==> src/shared/atr_cfg.svh <==
// constants for the attenuator and overload reset controller
`ifndef ATR_CFG_SVH
`define ATR_CFG_SVH
`define ATR_AW             10
`define ATR_OFF_MODE       10'h180
`define ATR_OFF_PRE_LO     10'h181
`define ATR_OFF_PRE_HI     10'h182
`define ATR_OFF_START      10'h183
`define ATR_OFF_READBACK   10'h184
`define ATR_OFF_THRESH     10'h188
`define ATR_OFF_PULSE      10'h189
`define ATR_OFF_STEP       10'h18A
`define ATR_OFF_IRQ_STAT   10'h18C
`define ATR_OFF_IRQ_MASK   10'h18D
`define ATR_OFF_UNSTABLE   10'h18F
`define ATR_RST_MODE       8'h00
`define ATR_RST_PRESET     8'h0C
`define ATR_RST_START      8'h00
`define ATR_RST_ATTEN      5'h0C
`define ATR_RST_THRESH     3'h5
`define ATR_RST_PULSE      5'h01
`define ATR_RST_STEP       5'h06
`define ATR_ATTEN_MAX      5'h1B
`define ATR_ATTEN_MIN      5'h00
`define ATR_FS_POS         5'sh08
`define ATR_FS_NEG         -5'sh08
`define ATR_GROUP_LAST     3'h7
`define ATR_PULSE_SHIFT    3
`define ATR_BIT_PIN_LEVEL  7
`define ATR_BIT_CLEAR_UNST 1
`define ATR_IRQ_OVERLOAD   0
`define ATR_IRQ_ATTEN_CHG  1
`endif

==> src/shared/atr_pkg.sv <==
// types for the attenuator and overload reset controller
package atr_pkg;
    typedef struct packed {
        logic [9:0] addr;
        logic [7:0] wdata;
        logic       wr;
        logic       rd;
    } atr_bus_req_t;

    typedef struct packed {
        logic [4:0] code;
        logic       disable_att;
    } atr_atten_t;

    typedef enum logic [1:0] {
        ATR_OV_IDLE  = 2'b01,
        ATR_OV_PULSE = 2'b10
    } atr_ov_state_t;
endpackage : atr_pkg

==> src/core/atr_ctrl.sv <==
// attenuator control and converter overload reset logic
//
// Overview of operation
// - mode zero: gain pin two picks preset
// - mode one: pins decrement and increment attenuation
// - pin two low applies low preset, reset 12
// - pin two high applies high preset, reset 12
// - codes 0..27 attenuate; 28..31 disable attenuator
// - stepping mode starts from the start register
// - readback bit 7 shows pin two level
// - readback low bits show effective attenuation
// - overload when full-scale count exceeds threshold
// - reset pulse lasts (length+1) times eight clocks
// - each overload outside a reset pulse at codes 0..27 raises attenuation by step
// - overload-raised attenuation saturates at 27
// - overload sets sticky unstable flag, write clear
//
// Decided for this implementation: the plain strobed port.
`timescale 1ns/1ns
`include "atr_cfg.svh"

module atr_ctrl (
    // clock and reset
    input  wire logic                   clk,
    input  wire logic                   rst,
    // register port
    input  wire atr_pkg::atr_bus_req_t  bus_req,
    output logic [7:0]                  bus_rdata,
    // gain control pins
    input  wire logic                   gain_pin_one,
    input  wire logic                   gain_pin_two,
    // converter samples
    input  wire logic                   sample_valid,
    input  wire logic signed [4:0]      sample_data,
    // converter side outputs
    output atr_pkg::atr_atten_t         atten_out,
    output logic                        adc_reset_out,
    output logic                        irq
);

    ////////////////////////////////////////////////////////////////////////
    // pin synchronisers
    logic [1:0] pin_meta_reg;
    logic [1:0] pin_sync_reg;
    logic [1:0] pin_last_reg;

    always_ff @(posedge clk) begin
        if (rst) begin
            pin_meta_reg <= 2'h0;
            pin_sync_reg <= 2'h0;
            pin_last_reg <= 2'h0;
        end else begin
            pin_meta_reg <= {gain_pin_two, gain_pin_one};
            pin_sync_reg <= pin_meta_reg;
            pin_last_reg <= pin_sync_reg;
        end
    end

    logic pin_two_level;
    logic dec_cmd;
    logic inc_cmd;
    assign pin_two_level = pin_sync_reg[1];
    assign dec_cmd = pin_sync_reg[0] & ~pin_last_reg[0];
    assign inc_cmd = pin_sync_reg[1] & ~pin_last_reg[1];

    ////////////////////////////////////////////////////////////////////////
    // configuration registers
    logic       mode_reg;
    logic [7:0] pre_lo_reg;
    logic [7:0] pre_hi_reg;
    logic [7:0] start_reg;
    logic [2:0] thresh_reg;
    logic [4:0] pulse_len_reg;
    logic [4:0] step_reg;
    logic [1:0] irq_mask_reg;
    logic       wr_start;

    assign wr_start = bus_req.wr && bus_req.addr == `ATR_OFF_START;

    always_ff @(posedge clk) begin
        if (rst) begin
            mode_reg      <= 1'(`ATR_RST_MODE);
            pre_lo_reg    <= `ATR_RST_PRESET;
            pre_hi_reg    <= `ATR_RST_PRESET;
            start_reg     <= `ATR_RST_START;
            thresh_reg    <= `ATR_RST_THRESH;
            pulse_len_reg <= `ATR_RST_PULSE;
            step_reg      <= `ATR_RST_STEP;
            irq_mask_reg  <= 2'h0;
        end else if (bus_req.wr) begin
            case (bus_req.addr)
                `ATR_OFF_MODE:     mode_reg      <= bus_req.wdata[0];
                `ATR_OFF_PRE_LO:   pre_lo_reg    <= bus_req.wdata;
                `ATR_OFF_PRE_HI:   pre_hi_reg    <= bus_req.wdata;
                `ATR_OFF_START:    start_reg     <= bus_req.wdata;
                `ATR_OFF_THRESH:   thresh_reg    <= bus_req.wdata[2:0];
                `ATR_OFF_PULSE:    pulse_len_reg <= bus_req.wdata[4:0];
                `ATR_OFF_STEP:     step_reg      <= bus_req.wdata[4:0];
                `ATR_OFF_IRQ_MASK: irq_mask_reg  <= bus_req.wdata[1:0];
                default: ;
            endcase
        end
    end

    ////////////////////////////////////////////////////////////////////////
    // full-scale counting over groups of eight samples
    logic       is_fs;
    logic [2:0] grp_idx_reg;
    logic [3:0] fs_cnt_reg;
    logic [3:0] fs_total;
    logic       grp_end;
    logic       ov_trig;
    atr_pkg::atr_ov_state_t ov_state_reg;

    assign is_fs = sample_data == `ATR_FS_POS || sample_data == `ATR_FS_NEG;
    assign fs_total = fs_cnt_reg + {3'h0, is_fs};
    assign grp_end = sample_valid && grp_idx_reg == `ATR_GROUP_LAST;
    assign ov_trig = grp_end && fs_total > {1'b0, thresh_reg}
        && ov_state_reg == atr_pkg::ATR_OV_IDLE;

    always_ff @(posedge clk) begin
        if (rst) begin
            grp_idx_reg <= 3'h0;
            fs_cnt_reg  <= 4'h0;
        end else if (sample_valid) begin
            grp_idx_reg <= grp_idx_reg + 3'h1;
            fs_cnt_reg  <= grp_end ? 4'h0 : fs_total;
        end
    end

    ////////////////////////////////////////////////////////////////////////
    // converter reset pulse
    logic [8:0] pulse_cnt_reg;
    logic [8:0] pulse_load;

    assign pulse_load = {4'h0, pulse_len_reg} + 9'h001;

    always_ff @(posedge clk) begin
        if (rst) begin
            ov_state_reg  <= atr_pkg::ATR_OV_IDLE;
            pulse_cnt_reg <= 9'h000;
        end else begin
            case (ov_state_reg)
                atr_pkg::ATR_OV_IDLE: begin
                    if (ov_trig) begin
                        ov_state_reg  <= atr_pkg::ATR_OV_PULSE;
                        pulse_cnt_reg <= 9'(pulse_load << `ATR_PULSE_SHIFT);
                    end
                end
                atr_pkg::ATR_OV_PULSE: begin
                    pulse_cnt_reg <= pulse_cnt_reg - 9'h001;
                    if (pulse_cnt_reg == 9'h001) begin
                        ov_state_reg <= atr_pkg::ATR_OV_IDLE;
                    end
                end
                default: begin
                    ov_state_reg  <= atr_pkg::ATR_OV_IDLE;
                    pulse_cnt_reg <= 9'h000;
                end
            endcase
        end
    end

    assign adc_reset_out = ov_state_reg == atr_pkg::ATR_OV_PULSE;

    ////////////////////////////////////////////////////////////////////////
    // attenuation value
    logic [4:0] preset_sel;
    logic [4:0] last_sel_reg;
    logic       last_mode_reg;
    logic [4:0] atten_reg;
    logic [4:0] atten_next;
    logic [4:0] start_clip;
    logic [7:0] start_src;
    logic [5:0] stepped;

    assign preset_sel = pin_two_level ? pre_hi_reg[4:0]
                                      : pre_lo_reg[4:0];
    // a start write in stepping mode loads the value being written now
    assign start_src = wr_start ? bus_req.wdata : start_reg;
    assign start_clip = start_src > {3'h0, `ATR_ATTEN_MAX}
                        ? `ATR_ATTEN_MAX : start_src[4:0];
    assign stepped = {1'b0, atten_reg} + {1'b0, step_reg};

    always_comb begin
        atten_next = atten_reg;
        if (ov_trig && atten_reg <= `ATR_ATTEN_MAX) begin
            atten_next = stepped > {1'b0, `ATR_ATTEN_MAX}
                         ? `ATR_ATTEN_MAX : stepped[4:0];
        end else if (!mode_reg) begin
            if (preset_sel != last_sel_reg || last_mode_reg) begin
                atten_next = preset_sel;
            end
        end else if (!last_mode_reg || wr_start) begin
            atten_next = start_clip;
        end else if (dec_cmd && !inc_cmd) begin
            if (atten_reg != `ATR_ATTEN_MIN) begin
                atten_next = atten_reg - 5'h01;
            end
        end else if (inc_cmd && !dec_cmd) begin
            if (atten_reg < `ATR_ATTEN_MAX) begin
                atten_next = atten_reg + 5'h01;
            end
        end
    end

    always_ff @(posedge clk) begin
        if (rst) begin
            atten_reg     <= `ATR_RST_ATTEN;
            last_sel_reg  <= `ATR_RST_ATTEN;
            last_mode_reg <= 1'b0;
        end else begin
            atten_reg     <= atten_next;
            last_sel_reg  <= preset_sel;
            last_mode_reg <= mode_reg;
        end
    end

    always_ff @(posedge clk) begin
        if (rst) begin
            atten_out <= '{code: `ATR_RST_ATTEN, disable_att: 1'b0};
        end else begin
            atten_out.code        <= atten_next;
            atten_out.disable_att <= atten_next > `ATR_ATTEN_MAX;
        end
    end

    ////////////////////////////////////////////////////////////////////////
    // unstable flag and interrupts
    logic       unstable_reg;
    logic [1:0] irq_stat_reg;
    logic [1:0] irq_evt;
    logic       clr_unstable;

    assign clr_unstable = bus_req.wr && bus_req.addr == `ATR_OFF_UNSTABLE
                          && bus_req.wdata[`ATR_BIT_CLEAR_UNST];
    assign irq_evt = {atten_next != atten_reg, ov_trig};

    always_ff @(posedge clk) begin
        if (rst) begin
            unstable_reg <= 1'b0;
        end else if (ov_trig) begin
            unstable_reg <= 1'b1;
        end else if (clr_unstable) begin
            unstable_reg <= 1'b0;
        end
    end

    generate
        for (genvar i = 0; i < 2; i++) begin : g_irq
            always_ff @(posedge clk) begin
                if (rst) begin
                    irq_stat_reg[i] <= 1'b0;
                end else if (irq_evt[i]) begin
                    irq_stat_reg[i] <= 1'b1;
                end else if (bus_req.wr && bus_req.wdata[i]
                             && bus_req.addr == `ATR_OFF_IRQ_STAT) begin
                    irq_stat_reg[i] <= 1'b0;
                end
            end
        end
    endgenerate

    assign irq = |(irq_stat_reg & irq_mask_reg);

    ////////////////////////////////////////////////////////////////////////
    // register read port
    logic [7:0] rdata_next;

    always_comb begin
        rdata_next = 8'h00;
        case (bus_req.addr)
            `ATR_OFF_MODE:     rdata_next = {7'h00, mode_reg};
            `ATR_OFF_PRE_LO:   rdata_next = pre_lo_reg;
            `ATR_OFF_PRE_HI:   rdata_next = pre_hi_reg;
            `ATR_OFF_START:    rdata_next = start_reg;
            `ATR_OFF_READBACK: rdata_next = {pin_two_level,
                                             2'h0, atten_reg};
            `ATR_OFF_THRESH:   rdata_next = {5'h00, thresh_reg};
            `ATR_OFF_PULSE:    rdata_next = {3'h0, pulse_len_reg};
            `ATR_OFF_STEP:     rdata_next = {3'h0, step_reg};
            `ATR_OFF_IRQ_STAT: rdata_next = {6'h00, irq_stat_reg};
            `ATR_OFF_IRQ_MASK: rdata_next = {6'h00, irq_mask_reg};
            `ATR_OFF_UNSTABLE: rdata_next = {7'h00, unstable_reg};
            default:           rdata_next = 8'h00;
        endcase
    end

    always_ff @(posedge clk) begin
        if (rst) begin
            bus_rdata <= 8'h00;
        end else begin
            bus_rdata <= bus_req.rd ? rdata_next : 8'h00;
        end
    end

    ////////////////////////////////////////////////////////////////////////
    // checks
    logic [8:0] chk_hi_cnt;
    logic [8:0] chk_len_reg;

    always_ff @(posedge clk) begin
        if (rst) begin
            chk_hi_cnt  <= 9'h000;
            chk_len_reg <= 9'h000;
        end else begin
            chk_hi_cnt <= adc_reset_out ? chk_hi_cnt + 9'h001 : 9'h000;
            if (ov_trig) begin
                chk_len_reg <= {({1'b0, pulse_len_reg} + 6'h01), 3'h0};
            end
        end
    end

    chk_preset_apply: assert property (@(posedge clk) disable iff (rst)
        !mode_reg && !last_mode_reg && !ov_trig
        && preset_sel != last_sel_reg |=> atten_reg == $past(preset_sel))
        else $error("preset not applied");

    chk_preset_low: assert property (@(posedge clk) disable iff (rst)
        !mode_reg && !last_mode_reg && !ov_trig && !pin_two_level
        && preset_sel != last_sel_reg |=> atten_reg == $past(pre_lo_reg[4:0]))
        else $error("low preset not applied");

    chk_preset_high: assert property (@(posedge clk) disable iff (rst)
        !mode_reg && !last_mode_reg && !ov_trig && pin_two_level
        && preset_sel != last_sel_reg |=> atten_reg == $past(pre_hi_reg[4:0]))
        else $error("high preset not applied");

    chk_disable_code: assert property (@(posedge clk) disable iff (rst)
        ##1 atten_out.disable_att == (atten_reg > `ATR_ATTEN_MAX))
        else $error("disable flag wrong");

    chk_start_load: assert property (@(posedge clk) disable iff (rst)
        mode_reg && !last_mode_reg && !ov_trig |=> atten_reg == $past(start_clip))
        else $error("start value not loaded");

    chk_step_down: assert property (@(posedge clk) disable iff (rst)
        mode_reg && last_mode_reg && !wr_start && !ov_trig && dec_cmd
        && !inc_cmd && atten_reg != 5'h00 |=> atten_reg == $past(atten_reg) - 5'h01)
        else $error("decrement missing");

    chk_step_floor: assert property (@(posedge clk) disable iff (rst)
        mode_reg && last_mode_reg && !ov_trig && !wr_start
        && atten_reg == 5'h00 && dec_cmd |=> atten_reg == 5'h00)
        else $error("decrement wrapped");

    chk_pin_readback: assert property (@(posedge clk) disable iff (rst)
        bus_req.rd && bus_req.addr == `ATR_OFF_READBACK
        |=> bus_rdata[7] == $past(pin_two_level)
            && bus_rdata[4:0] == $past(atten_reg))
        else $error("readback wrong");

    chk_below_thresh: assert property (@(posedge clk) disable iff (rst)
        grp_end && fs_total <= {1'b0, thresh_reg} |-> !ov_trig)
        else $error("overload below threshold");

    chk_pulse_len: assert property (@(posedge clk) disable iff (rst)
        $fell(adc_reset_out) |-> chk_hi_cnt == chk_len_reg)
        else $error("pulse length wrong");

    chk_min_pulse: assert property (@(posedge clk) disable iff (rst)
        ov_trig |=> adc_reset_out [*8])
        else $error("pulse too short");

    chk_step_raise: assert property (@(posedge clk) disable iff (rst)
        ov_trig && stepped <= 6'h1B |=> atten_reg == $past(stepped[4:0]))
        else $error("overload step wrong");

    chk_step_clip: assert property (@(posedge clk) disable iff (rst)
        ov_trig && stepped > 6'h1B && atten_reg <= 5'h1B |=> atten_reg == 5'h1B)
        else $error("overload not clipped");

    chk_unstable_set: assert property (@(posedge clk) disable iff (rst)
        ov_trig |=> unstable_reg ##1 (unstable_reg || $past(clr_unstable)))
        else $error("unstable flag not sticky");

    chk_no_retrig: assert property (@(posedge clk) disable iff (rst)
        adc_reset_out |-> !ov_trig)
        else $error("retrigger during pulse");

    cov_overload: cover property (@(posedge clk) disable iff (rst)
        ov_trig ##1 adc_reset_out);
    cov_clip: cover property (@(posedge clk) disable iff (rst)
        ov_trig && stepped > 6'h1B);
    cov_step_up: cover property (@(posedge clk) disable iff (rst)
        mode_reg && last_mode_reg && inc_cmd ##1 irq);
    cov_preset_swap: cover property (@(posedge clk) disable iff (rst)
        !mode_reg && $rose(pin_two_level));

endmodule : atr_ctrl

==> config.mk <==
export PLATFORM = sky130hd
export DESIGN_NAME = atr_ctrl
export DESIGN_NICKNAME = d
export VERILOG_FILES = /design/src/shared/atr_pkg.sv /design/src/core/atr_ctrl.sv
export VERILOG_INCLUDE_DIRS = /design/src /design/src/shared
export SDC_FILE = /design/constraint.sdc
export NUM_CORES = 1
export LEC_CHECK = 0
export ABC_AREA = 1
export BUFFER_PORTS_ARGS = -buffer_cell sky130_fd_sc_hd__buf_2
export CAP_MARGIN = 15
export CORE_MARGIN = 1.5
export CORE_UTILIZATION = 60
export DETAILED_ROUTE_END_ITERATION = 6
export HOLD_SLACK_MARGIN = 0.05
export PLACE_DENSITY = 0.89
export SLEW_MARGIN = 20
export SYNTH_ARGS = -nofsm -noshare
export SYNTH_HDL_FRONTEND = slang
export SYNTH_SLANG_ARGS = --single-unit
==> constraint.sdc <==
create_clock -name clk -period 3.5 [get_ports clk]
set_input_delay 0.35 -clock clk [delete_from_list [all_inputs] [get_ports clk]]
set_output_delay 0.35 -clock clk [all_outputs]
set_load 0.02 [all_outputs]
### Word level (Yosys, flattened, before mapping)

Cells that the tools add are included.
W data, S select, Z words.

* register bits after elaboration: 87
* input port bits: 30
* output and inout bits: 16
* word-level logic and storage cells: 122

* add/sub/neg operators: 7
* $lt $le $gt $ge: 6
* equality and inequality tests: 21
* muxes and demuxes: 25
* bitwise operators: 6
* reductions and logical operators: 34

Operators with widths (number)
* $eq A10 B9 Y1 const B: 11
* $pmux W8 S11: 1
* $mux W5: 11
* $pmux W9 S2: 1
* $reduce_and A2 Y1: 9
* $logic_and A1 B1 Y1: 13
* $ne A5 B5 Y1: 2
* $eq A9 B1 Y1 const B: 1
* $mux W9: 1
* $sub A9 B1 Y9 const B: 1
* $gt A8 B5 Y1 const B: 1
* $mux W8: 1
* $add A5 B1 Y6 const B: 1
* $add A5 B5 Y6: 1
* $gt A6 B5 Y1 const B: 1
* $mux W1: 6
* $reduce_bool A2 Y1: 3
* $add A5 B1 Y5 const B: 1
* $eq A5 B4 Y1 const B: 1
* $eq A5 B5 Y1 const B: 1
* $gt A5 B5 Y1 const B: 1
* $le A5 B5 Y1 const B: 1
* $lt A5 B5 Y1 const B: 1
* $reduce_bool A5 Y1: 1
* other kinds (18): 27

### Longest topological paths before layout

Gate-level depths: netlist of run 1.

* depth after elaboration: 11
* gate-level depth with buffers: 22
* depth with buffers taken out: 22

### Worst setup path before layout of run 1

Ideal clock, no wire load.

* kind: input-to-reg
* from: in sample_data[1]
* to: reg irq_stat_reg[1]
* setup time: 0.109 ns
* data arrival time: 2.475 ns
* data required time: 3.391 ns
* path slack: 0.916 ns
* stages on the path: 20
* buffers on the path: 0
* path through: nor4_1 ha_1 ha_1 ha_1 a21oi_1 nor2_1 o21ai_0 nand2_1 nand4_1 nand2_1 inv_1 nand2_2 nand2_2 nand2_1 nand2_1 nand2_1 nor2_2 nand3_1 nand2_1 inv_1

* word-level cells in the longest chain between the ends: 10
* elaborated cells on any way between the ends: 12
* those cells by class: 1 x add/sub; 1 x order compare; 3 x eq/ne; 2 x mux; 5 x reduce/logical

RTL lines
* start, declared: line atr_ctrl.sv:34 `input wire logic signed [4:0] sample_data,`
* $eq A5 B5 Y1 (no source line) / $eq A5 B4 Y1 (equally long branches)
* $logic_or A1 B1 Y1 (no source line) (*)
* $add A4 B1 Y4 (*): line atr_ctrl.sv:116 `assign fs_total = fs_cnt_reg + {3'h0, is_fs};`
* $gt A4 B3 Y1 (*): line atr_ctrl.sv:118 `assign ov_trig = grp_end && fs_total > {1'b0, thresh_reg}`
* $logic_and A1 B1 Y1 (*): line atr_ctrl.sv:118
* $logic_and A1 B1 Y1 (*): line atr_ctrl.sv:119 `&& ov_state_reg == atr_pkg::ATR_OV_IDLE;`
* $logic_and A1 B1 Y1 (no source line) (*)
* $mux W5 (*): line atr_ctrl.sv:187 `` if (ov_trig && atten_reg <= `ATR_ATTEN_MAX) begin ``
* $ne A5 B5 Y1 (*): line atr_ctrl.sv:237 `assign irq_evt = {atten_next != atten_reg, ov_trig};`
* $mux W1 / $reduce_bool A2 Y1 (equally long branches)
* end signal, assigned by index: line atr_ctrl.sv:253 `irq_stat_reg[i] <= 1'b0;`
* end signal, assigned by index: line atr_ctrl.sv:255 `irq_stat_reg[i] <= 1'b1;`
* end signal, assigned by index: line atr_ctrl.sv:258 `irq_stat_reg[i] <= 1'b0;`
* end, declared: line atr_ctrl.sv:231 `logic [1:0] irq_stat_reg;`

Every way passes the cells marked *; elsewhere a longest branch is shown, timed or not.
A chain may end at the register's enable or synchronous reset.

==> flow_summary.toml, run 1 <==
[clocking]
postCtsHoldBufs = 0
cts_max_level = 3
root_buffer = "clkbuf_8"
cts_setup_buffers = 0
numCtsBuffers = 9
cts_buffer_depth = 2
cts_sinks = 87
insertion_delay_ns = 0.37
cts_tree = "built"
cts_resized = 0
cts.clk_slew.worst_paths_ns = 0.09

[floorplan]
die_w_um = 94.33
rows = 33
core_area_mm2 = 0.008134
pin_count = 46
die_y_um = 94.33
start_util_pct = 61.53
dieArea_mm2 = 0.008898

[layout]
nets = 830
diodes = 0
drive_gt1_share_pct = 11.08
syn_to_final_growth_pct = 10.02
multi_input_area_mm2 = 0.002736
fillers = 705
postLayoutCoreUtil_pct = 67.70
largest_register_ffs = 9
ff_latch_area_mm2 = 0.001742

[status]
status = "complete, no violations"

[setup_path]
r2r-start = "atten_out[2]"
startpoint = "atten_out[2]"
critPathTopFamily = "simple AND/OR/NAND/NOR gates"
crit_chain = "inv_1, fa_1, o21ai_0, xor2_1, nand2_1, o21ai_0, nor2_1, nand2_1, nand2_1, nand2_1, nand2_1, nor2_1, nand3_1, nand2_1, inv_1"
endpoint_kind = "flop"
cp_common_cell = "nand2_1"
crit_fanout = 9
start_kind = "flop"
criticalPathCategory = "reg2reg"
crit_slowest_cell = "dfxtp_1"
cp.arrival_ns = 3.11
max_stage_delay_ns = 0.57
cp_data_required_time_ns = 3.77
path_buf_inv = 2

[sta]
maxSlewHeadroom_pct = 29.48
finalWorstSetupSlack_ns = 0.6588
whs_ns = 0.1792
period_minus_slack_ns = 2.841
final.setup.tns_ns = 0
tightest_slew_ns = 1.054
fin_crit_sh_pct = 81.18
finClkSkew_ns = 0.01175
fmax_mhz = 352.0
rsz0062_at_grt = "no"
slew_viol_final = 0
finalHoldViolations = 0
setup_viol = 0

[hold_path]
hp-start = "gain_pin_one"
hp-class = "in2reg"

[logic_synthesis]
syn_area_mm2 = 0.005005
synth_edf_count = 0
synth_seq_cells = 87
synth_nets = 788
syn_area_per_cell_um2 = 6.782
async_reset_ff_share_pct = 0
ys.flop_type = "dfxtp_1"
yosys_warnings = 0
synthCells = 738
synth_cell_types = 51
synth-seq-area-share_pct = 34.80

[power_and_ir_drop]
p_per_area_mw_per_mm2 = 444.0
ir_drop_uv = 264.1
leakage_nw = 2.620

[route]
drt_iter0_drc = 431
via_count = 5095
first_pass_iters = 5
routed_wl_mm = 13.53
wire_per_inst_um = 15.20
drc = 0
via_per_inst = 5.725
final_antenna_net_count = 0

[placed_design]
port_buffers = 44
gp_congestion = 0.9792
dp_slack_ns = 0.4398
dp_hpwl_mm = 10.16

[global_route]
grt_pass1_vias = 4799
grt_overflow = 0
antenna_found_initial = 0
grt_max_degree = 46
grt_first_pass_wirelength_mm = 21.85
grt_usage_pct = 31.46

[flow_run]
maxCapViolCount = 0
## cells by family (layout without fill, tap and decap cells)
group                    Yosys count  in the layout  synth area share (%)
AND/OR/NAND/NOR                  345            345                 30.10
AO/OA/AOI/OAI                    139            139                 16.98
buffers and inverters            133            180                 10.52
flip-flops                        87             87                 34.80
adder cells (fa/ha/maj)           20             20                 5.150
XOR/XNOR                          14             14                 2.450
## cells in the final DEF (no fill, tap or decap), types with 4 or more instances in the layout
| cell type | netlist | layout |
|---|---|---|
| nand2_1 | 166 | 166 |
| inv_1 | 110 | 110 |
| nor2_1 | 88 | 88 |
| dfxtp_1 | 87 | 87 |
| nand3_1 | 53 | 53 |
| a21oi_1 | 47 | 47 |
| buf_2 | 4 | 44 |
| o21ai_0 | 36 | 36 |
| ha_1 | 19 | 19 |
| a211oi_1 | 10 | 10 |
| xor2_1 | 9 | 9 |
| clkbuf_8 | 0 | 9 |
| o22ai_1 | 8 | 8 |
| o211ai_1 | 8 | 8 |
| nor2_2 | 7 | 7 |
| nand4_1 | 7 | 7 |
| a221oi_1 | 6 | 6 |
| buf_4 | 2 | 6 |
| xnor2_1 | 5 | 5 |
| nor3_1 | 5 | 5 |
| nor4_1 | 4 | 4 |
| o221ai_1 | 4 | 4 |
## worst register-to-register path, stage by stage (launching register included)
cell,delay [ns]
dfxtp_1,0.57
inv_1,0.14
fa_1,0.47
o21ai_0,0.28
xor2_1,0.24
nand2_1,0.07
o21ai_0,0.28
nor2_1,0.12
nand2_1,0.08
nand2_1,0.11
nand2_1,0.08
nand2_1,0.05
nor2_1,0.09
nand3_1,0.08
nand2_1,0.06
inv_1,0.04
## routing by layer
| layer | vias to the layer above | global-route usage (%) | wire length (um) |
|---|---|---|---|
| li1 | 2499 | - | - |
| met1 | 2276 | 40.85 | 5616 |
| met4 | 0 | 12.94 | 404 |
| met5 | - | 0 | 0 |
| met2 | 278 | 51.92 | 6307 |
| met3 | 42 | 5.153 | 1200 |
## Yosys cell counts (3+ instances only)
cell | n | area share (%)
a21oi_1 | 47 | 4.7
o22ai_1 | 8 | 1.0
nand3_1 | 53 | 5.3
nor3_1 | 5 | 0.50
o221ai_1 | 4 | 0.70
xor2_1 | 9 | 1.6
dfxtp_1 | 87 | 35
nor2_1 | 88 | 6.6
buf_2 | 4 | 0.40
xnor2_1 | 5 | 0.87
a211oi_1 | 10 | 1.5
o21ai_0 | 36 | 3.6
nand2_1 | 166 | 12
o211ai_1 | 8 | 1.2
ha_1 | 19 | 4.8
clkinv_1 | 3 | 0.22
nor2_2 | 7 | 0.87
nor4_1 | 4 | 0.50
a221oi_1 | 6 | 1.0
inv_1 | 110 | 8.3
nand2_2 | 3 | 0.38
o21ai_1 | 3 | 0.30
nand4_1 | 7 | 0.87
clkbuf_1 | 10 | 0.75
## power breakdown
group	internal (W)	switching, W
Sequential	0.00104	0.0000495
Clock	0.000339	0.000399
Combinational	0.000210	0.000407
Total	0.00159	0.000856
## final cells by class
class,instances,area share [%]
Clock buffer,9,2.249
Clock inverter,7,1.454
Inverter,114,7.771
Multi-Input combinational cell,518,49.69
Sequential cell,87,31.63
Tap cell,105,2.386
Timing Repair Buffer,50,4.817
## stage by stage
stage / cells / total power, W / instance area (um^2)
2_1_floorplan: 738 / 0.001548 / 5005
3_3_place_gp: 874 / 0.001682 / 5303
3_5_place_dp: 874 / 0.001712 / 5303
4_1_cts: 890 / 0.002431 / 5507
5_1_grt: 890 / 0.002568 / 5507
6_report: 890 / 0.002445 / 5507
## worst paths after layout
| path | end | slack [ns] | depth (start not counted) |
|---|---|---|---|
| max | irq_stat_reg[1] | 0.66 | 15 |
| min | pin_meta_reg[0] | 0.18 | 3 |
| max reg2reg | irq_stat_reg[1] | 0.66 | 15 |
| min reg2reg | pin_sync_reg[0] | 0.41 | 2 |
(Power assumes the default switching activity.)
==> run 2: changes to the inputs <==
- clock period: 3.5 -> 2.7 ns (I/O delays scaled with it)
==> run 2 against run 1 <==
  * Fmax is 5.6% higher
  * Setup slack worse by 0.65 ns
  * Clock power is 37% higher
  * Largest power group unchanged
  * Critical path type unchanged
==> flow_summary.toml, run 2 (same netlist as run 1, synthesis figures left out) <==
[status]
status = "complete, no violations"

[power_and_ir_drop]
p_per_area_mw_per_mm2 = 576.5
ir_drop_uv = 309.7
leakage_nw = 2.677

[sta]
maxSlewHeadroom_pct = 47.16
setup_viol = 0
period_minus_slack_ns = 2.690
finalHoldViolations = 0
final.setup.tns_ns = 0
fmax_mhz = 371.7
finClkSkew_ns = 0.01622
fin_crit_sh_pct = 99.63
slew_viol_final = 0
tightest_slew_ns = 0.7727
rsz0062_at_grt = "yes"

[global_route]
grt_usage_pct = 32.08
grt_first_pass_wirelength_mm = 22.16
grt_max_degree = 46
grt_overflow = 0
grt_pass1_vias = 4753
antenna_found_initial = 0

[route]
via_per_inst = 5.855
wire_per_inst_um = 15.78
routed_wl_mm = 14.22
drc = 0
drt_iter0_drc = 577
final_antenna_net_count = 0
via_count = 5275
first_pass_iters = 5

[clocking]
cts_max_level = 3
cts_sinks = 87
cts.clk_slew.worst_paths_ns = 0.10
numCtsBuffers = 9
cts_tree = "built"
insertion_delay_ns = 0.36
root_buffer = "clkbuf_8"
cts_buffer_depth = 2

[placed_design]
postPlaceCellArea_mm2 = 0.005363
port_buffers = 44
dp_hpwl_mm = 10.25
gp_congestion = 1.023
dp_cells = 882

[floorplan]
die_w_um = 94.33
rows = 33
start_util_pct = 61.53
die_y_um = 94.33
dieArea_mm2 = 0.008898
pin_count = 46
core_area_mm2 = 0.008134

[layout]
syn_to_final_growth_pct = 13.65
mostFrequentLayoutCells = "nand2_1 (160), inv_1 (108), nor2_1 (88), dfxtp_1 (86), nand3_1 (52)"
fin_cells = 901
fin_area_mm2 = 0.005688
diodes = 0
postLayoutCoreUtil_pct = 69.93
drive_gt1_share_pct = 14.20
largest_register_ffs = 9
layout_commonest_cell = "nand2_1"
nets = 841

[setup_path]
endpoint_kind = "flop"
cp.arrival_ns = 2.94
cp_data_required_time_ns = 2.95
criticalPathCategory = "reg2reg"
crit_fanout = 4
start_kind = "flop"

[hold_path]
hp-class = "in2reg"

[flow_run]
maxCapViolCount = 0
## run 2: changes by cell type in the layout (fill, tap and decap cells not counted), moves of 3 or more
cell     previous run  this run
buf_4               6        17
nand2_1           166       160
nand2_2             3         9
ha_1               19        16
ha_4                0         3
## run 2: per-layer routing
metal	track usage, %	wire length [um]
met2	49.28	6388
met3	5.475	1224
met4	20.77	720
met5	0	0
met1	41.52	5887
## run 2: cell type report
type | instances | area, um^2
Inverter | 114 | 427.9
Timing Repair Buffer | 61 | 347.8
Clock inverter | 5 | 82.58
Multi-Input combinational cell | 518 | 2824
Sequential cell | 87 | 1743
Fill cell | 672 | 2446
Clock buffer | 11 | 131.4
Tap cell | 105 | 131.4
## run 2: what timing repair did
| action | 4_1_cts | 5_1_grt |
|---|---|---|
| hold buffers | 0 | 0 |
| buffers inserted | 2 | 1 |
| resized for setup | 0 | 22 |
| setup endpoints to repair | 1 | 2 |
| pin swaps | 0 | 11 |
## run 2: worst paths after layout
kind                   startpoint               to  slack, ns  cells after the start
hold reg to reg   pin_meta_reg[0]  pin_sync_reg[0]       0.41                      2
hold / removal       gain_pin_one  pin_meta_reg[0]       0.11                      3
setup / recovery    fs_cnt_reg[0]  irq_stat_reg[1]       0.01                     17
setup reg to reg    fs_cnt_reg[0]  irq_stat_reg[1]       0.01                     17
## run 2: critical path: stages (launching register included)
cell     delay, ns
dfxtp_2       0.35
ha_4          0.17
ha_4          0.16
xor2_2        0.15
ha_1          0.32
inv_1         0.04
nor2_1        0.10
o21ai_1       0.08
nand2_1       0.12
nand4_1       0.20
nor2_1        0.26
nand2_1       0.13
nand3_1       0.11
nand2_1       0.08
nor2_2        0.10
nand3_1       0.08
nand2_1       0.06
inv_1         0.04
## run 2: stage by stage
| step | setup slack, ns | power (W) | hold slack [ns] |
|---|---|---|---|
| after floorplan | 0.1382 | 0.002007 | 0.3770 |
| after global placement | -0.1442 | 0.002204 | 0.3906 |
| after detailed placement | -0.3527 | 0.002246 | 0.4060 |
| after CTS | 0.01466 | 0.003242 | 0.1059 |
| after global routing | -0.1667 | 0.003432 | 0.1307 |
| final | 0.009934 | 0.003279 | 0.1116 |
## run 2: power breakdown
group	leakage (nW)	switching (W)	internal (W)	total (W)
Clock	0.107	0.000487	0.000525	0.00101
Combinational	1.86	0.000563	0.000297	0.000860
Sequential	0.706	0.0000586	0.00135	0.00141
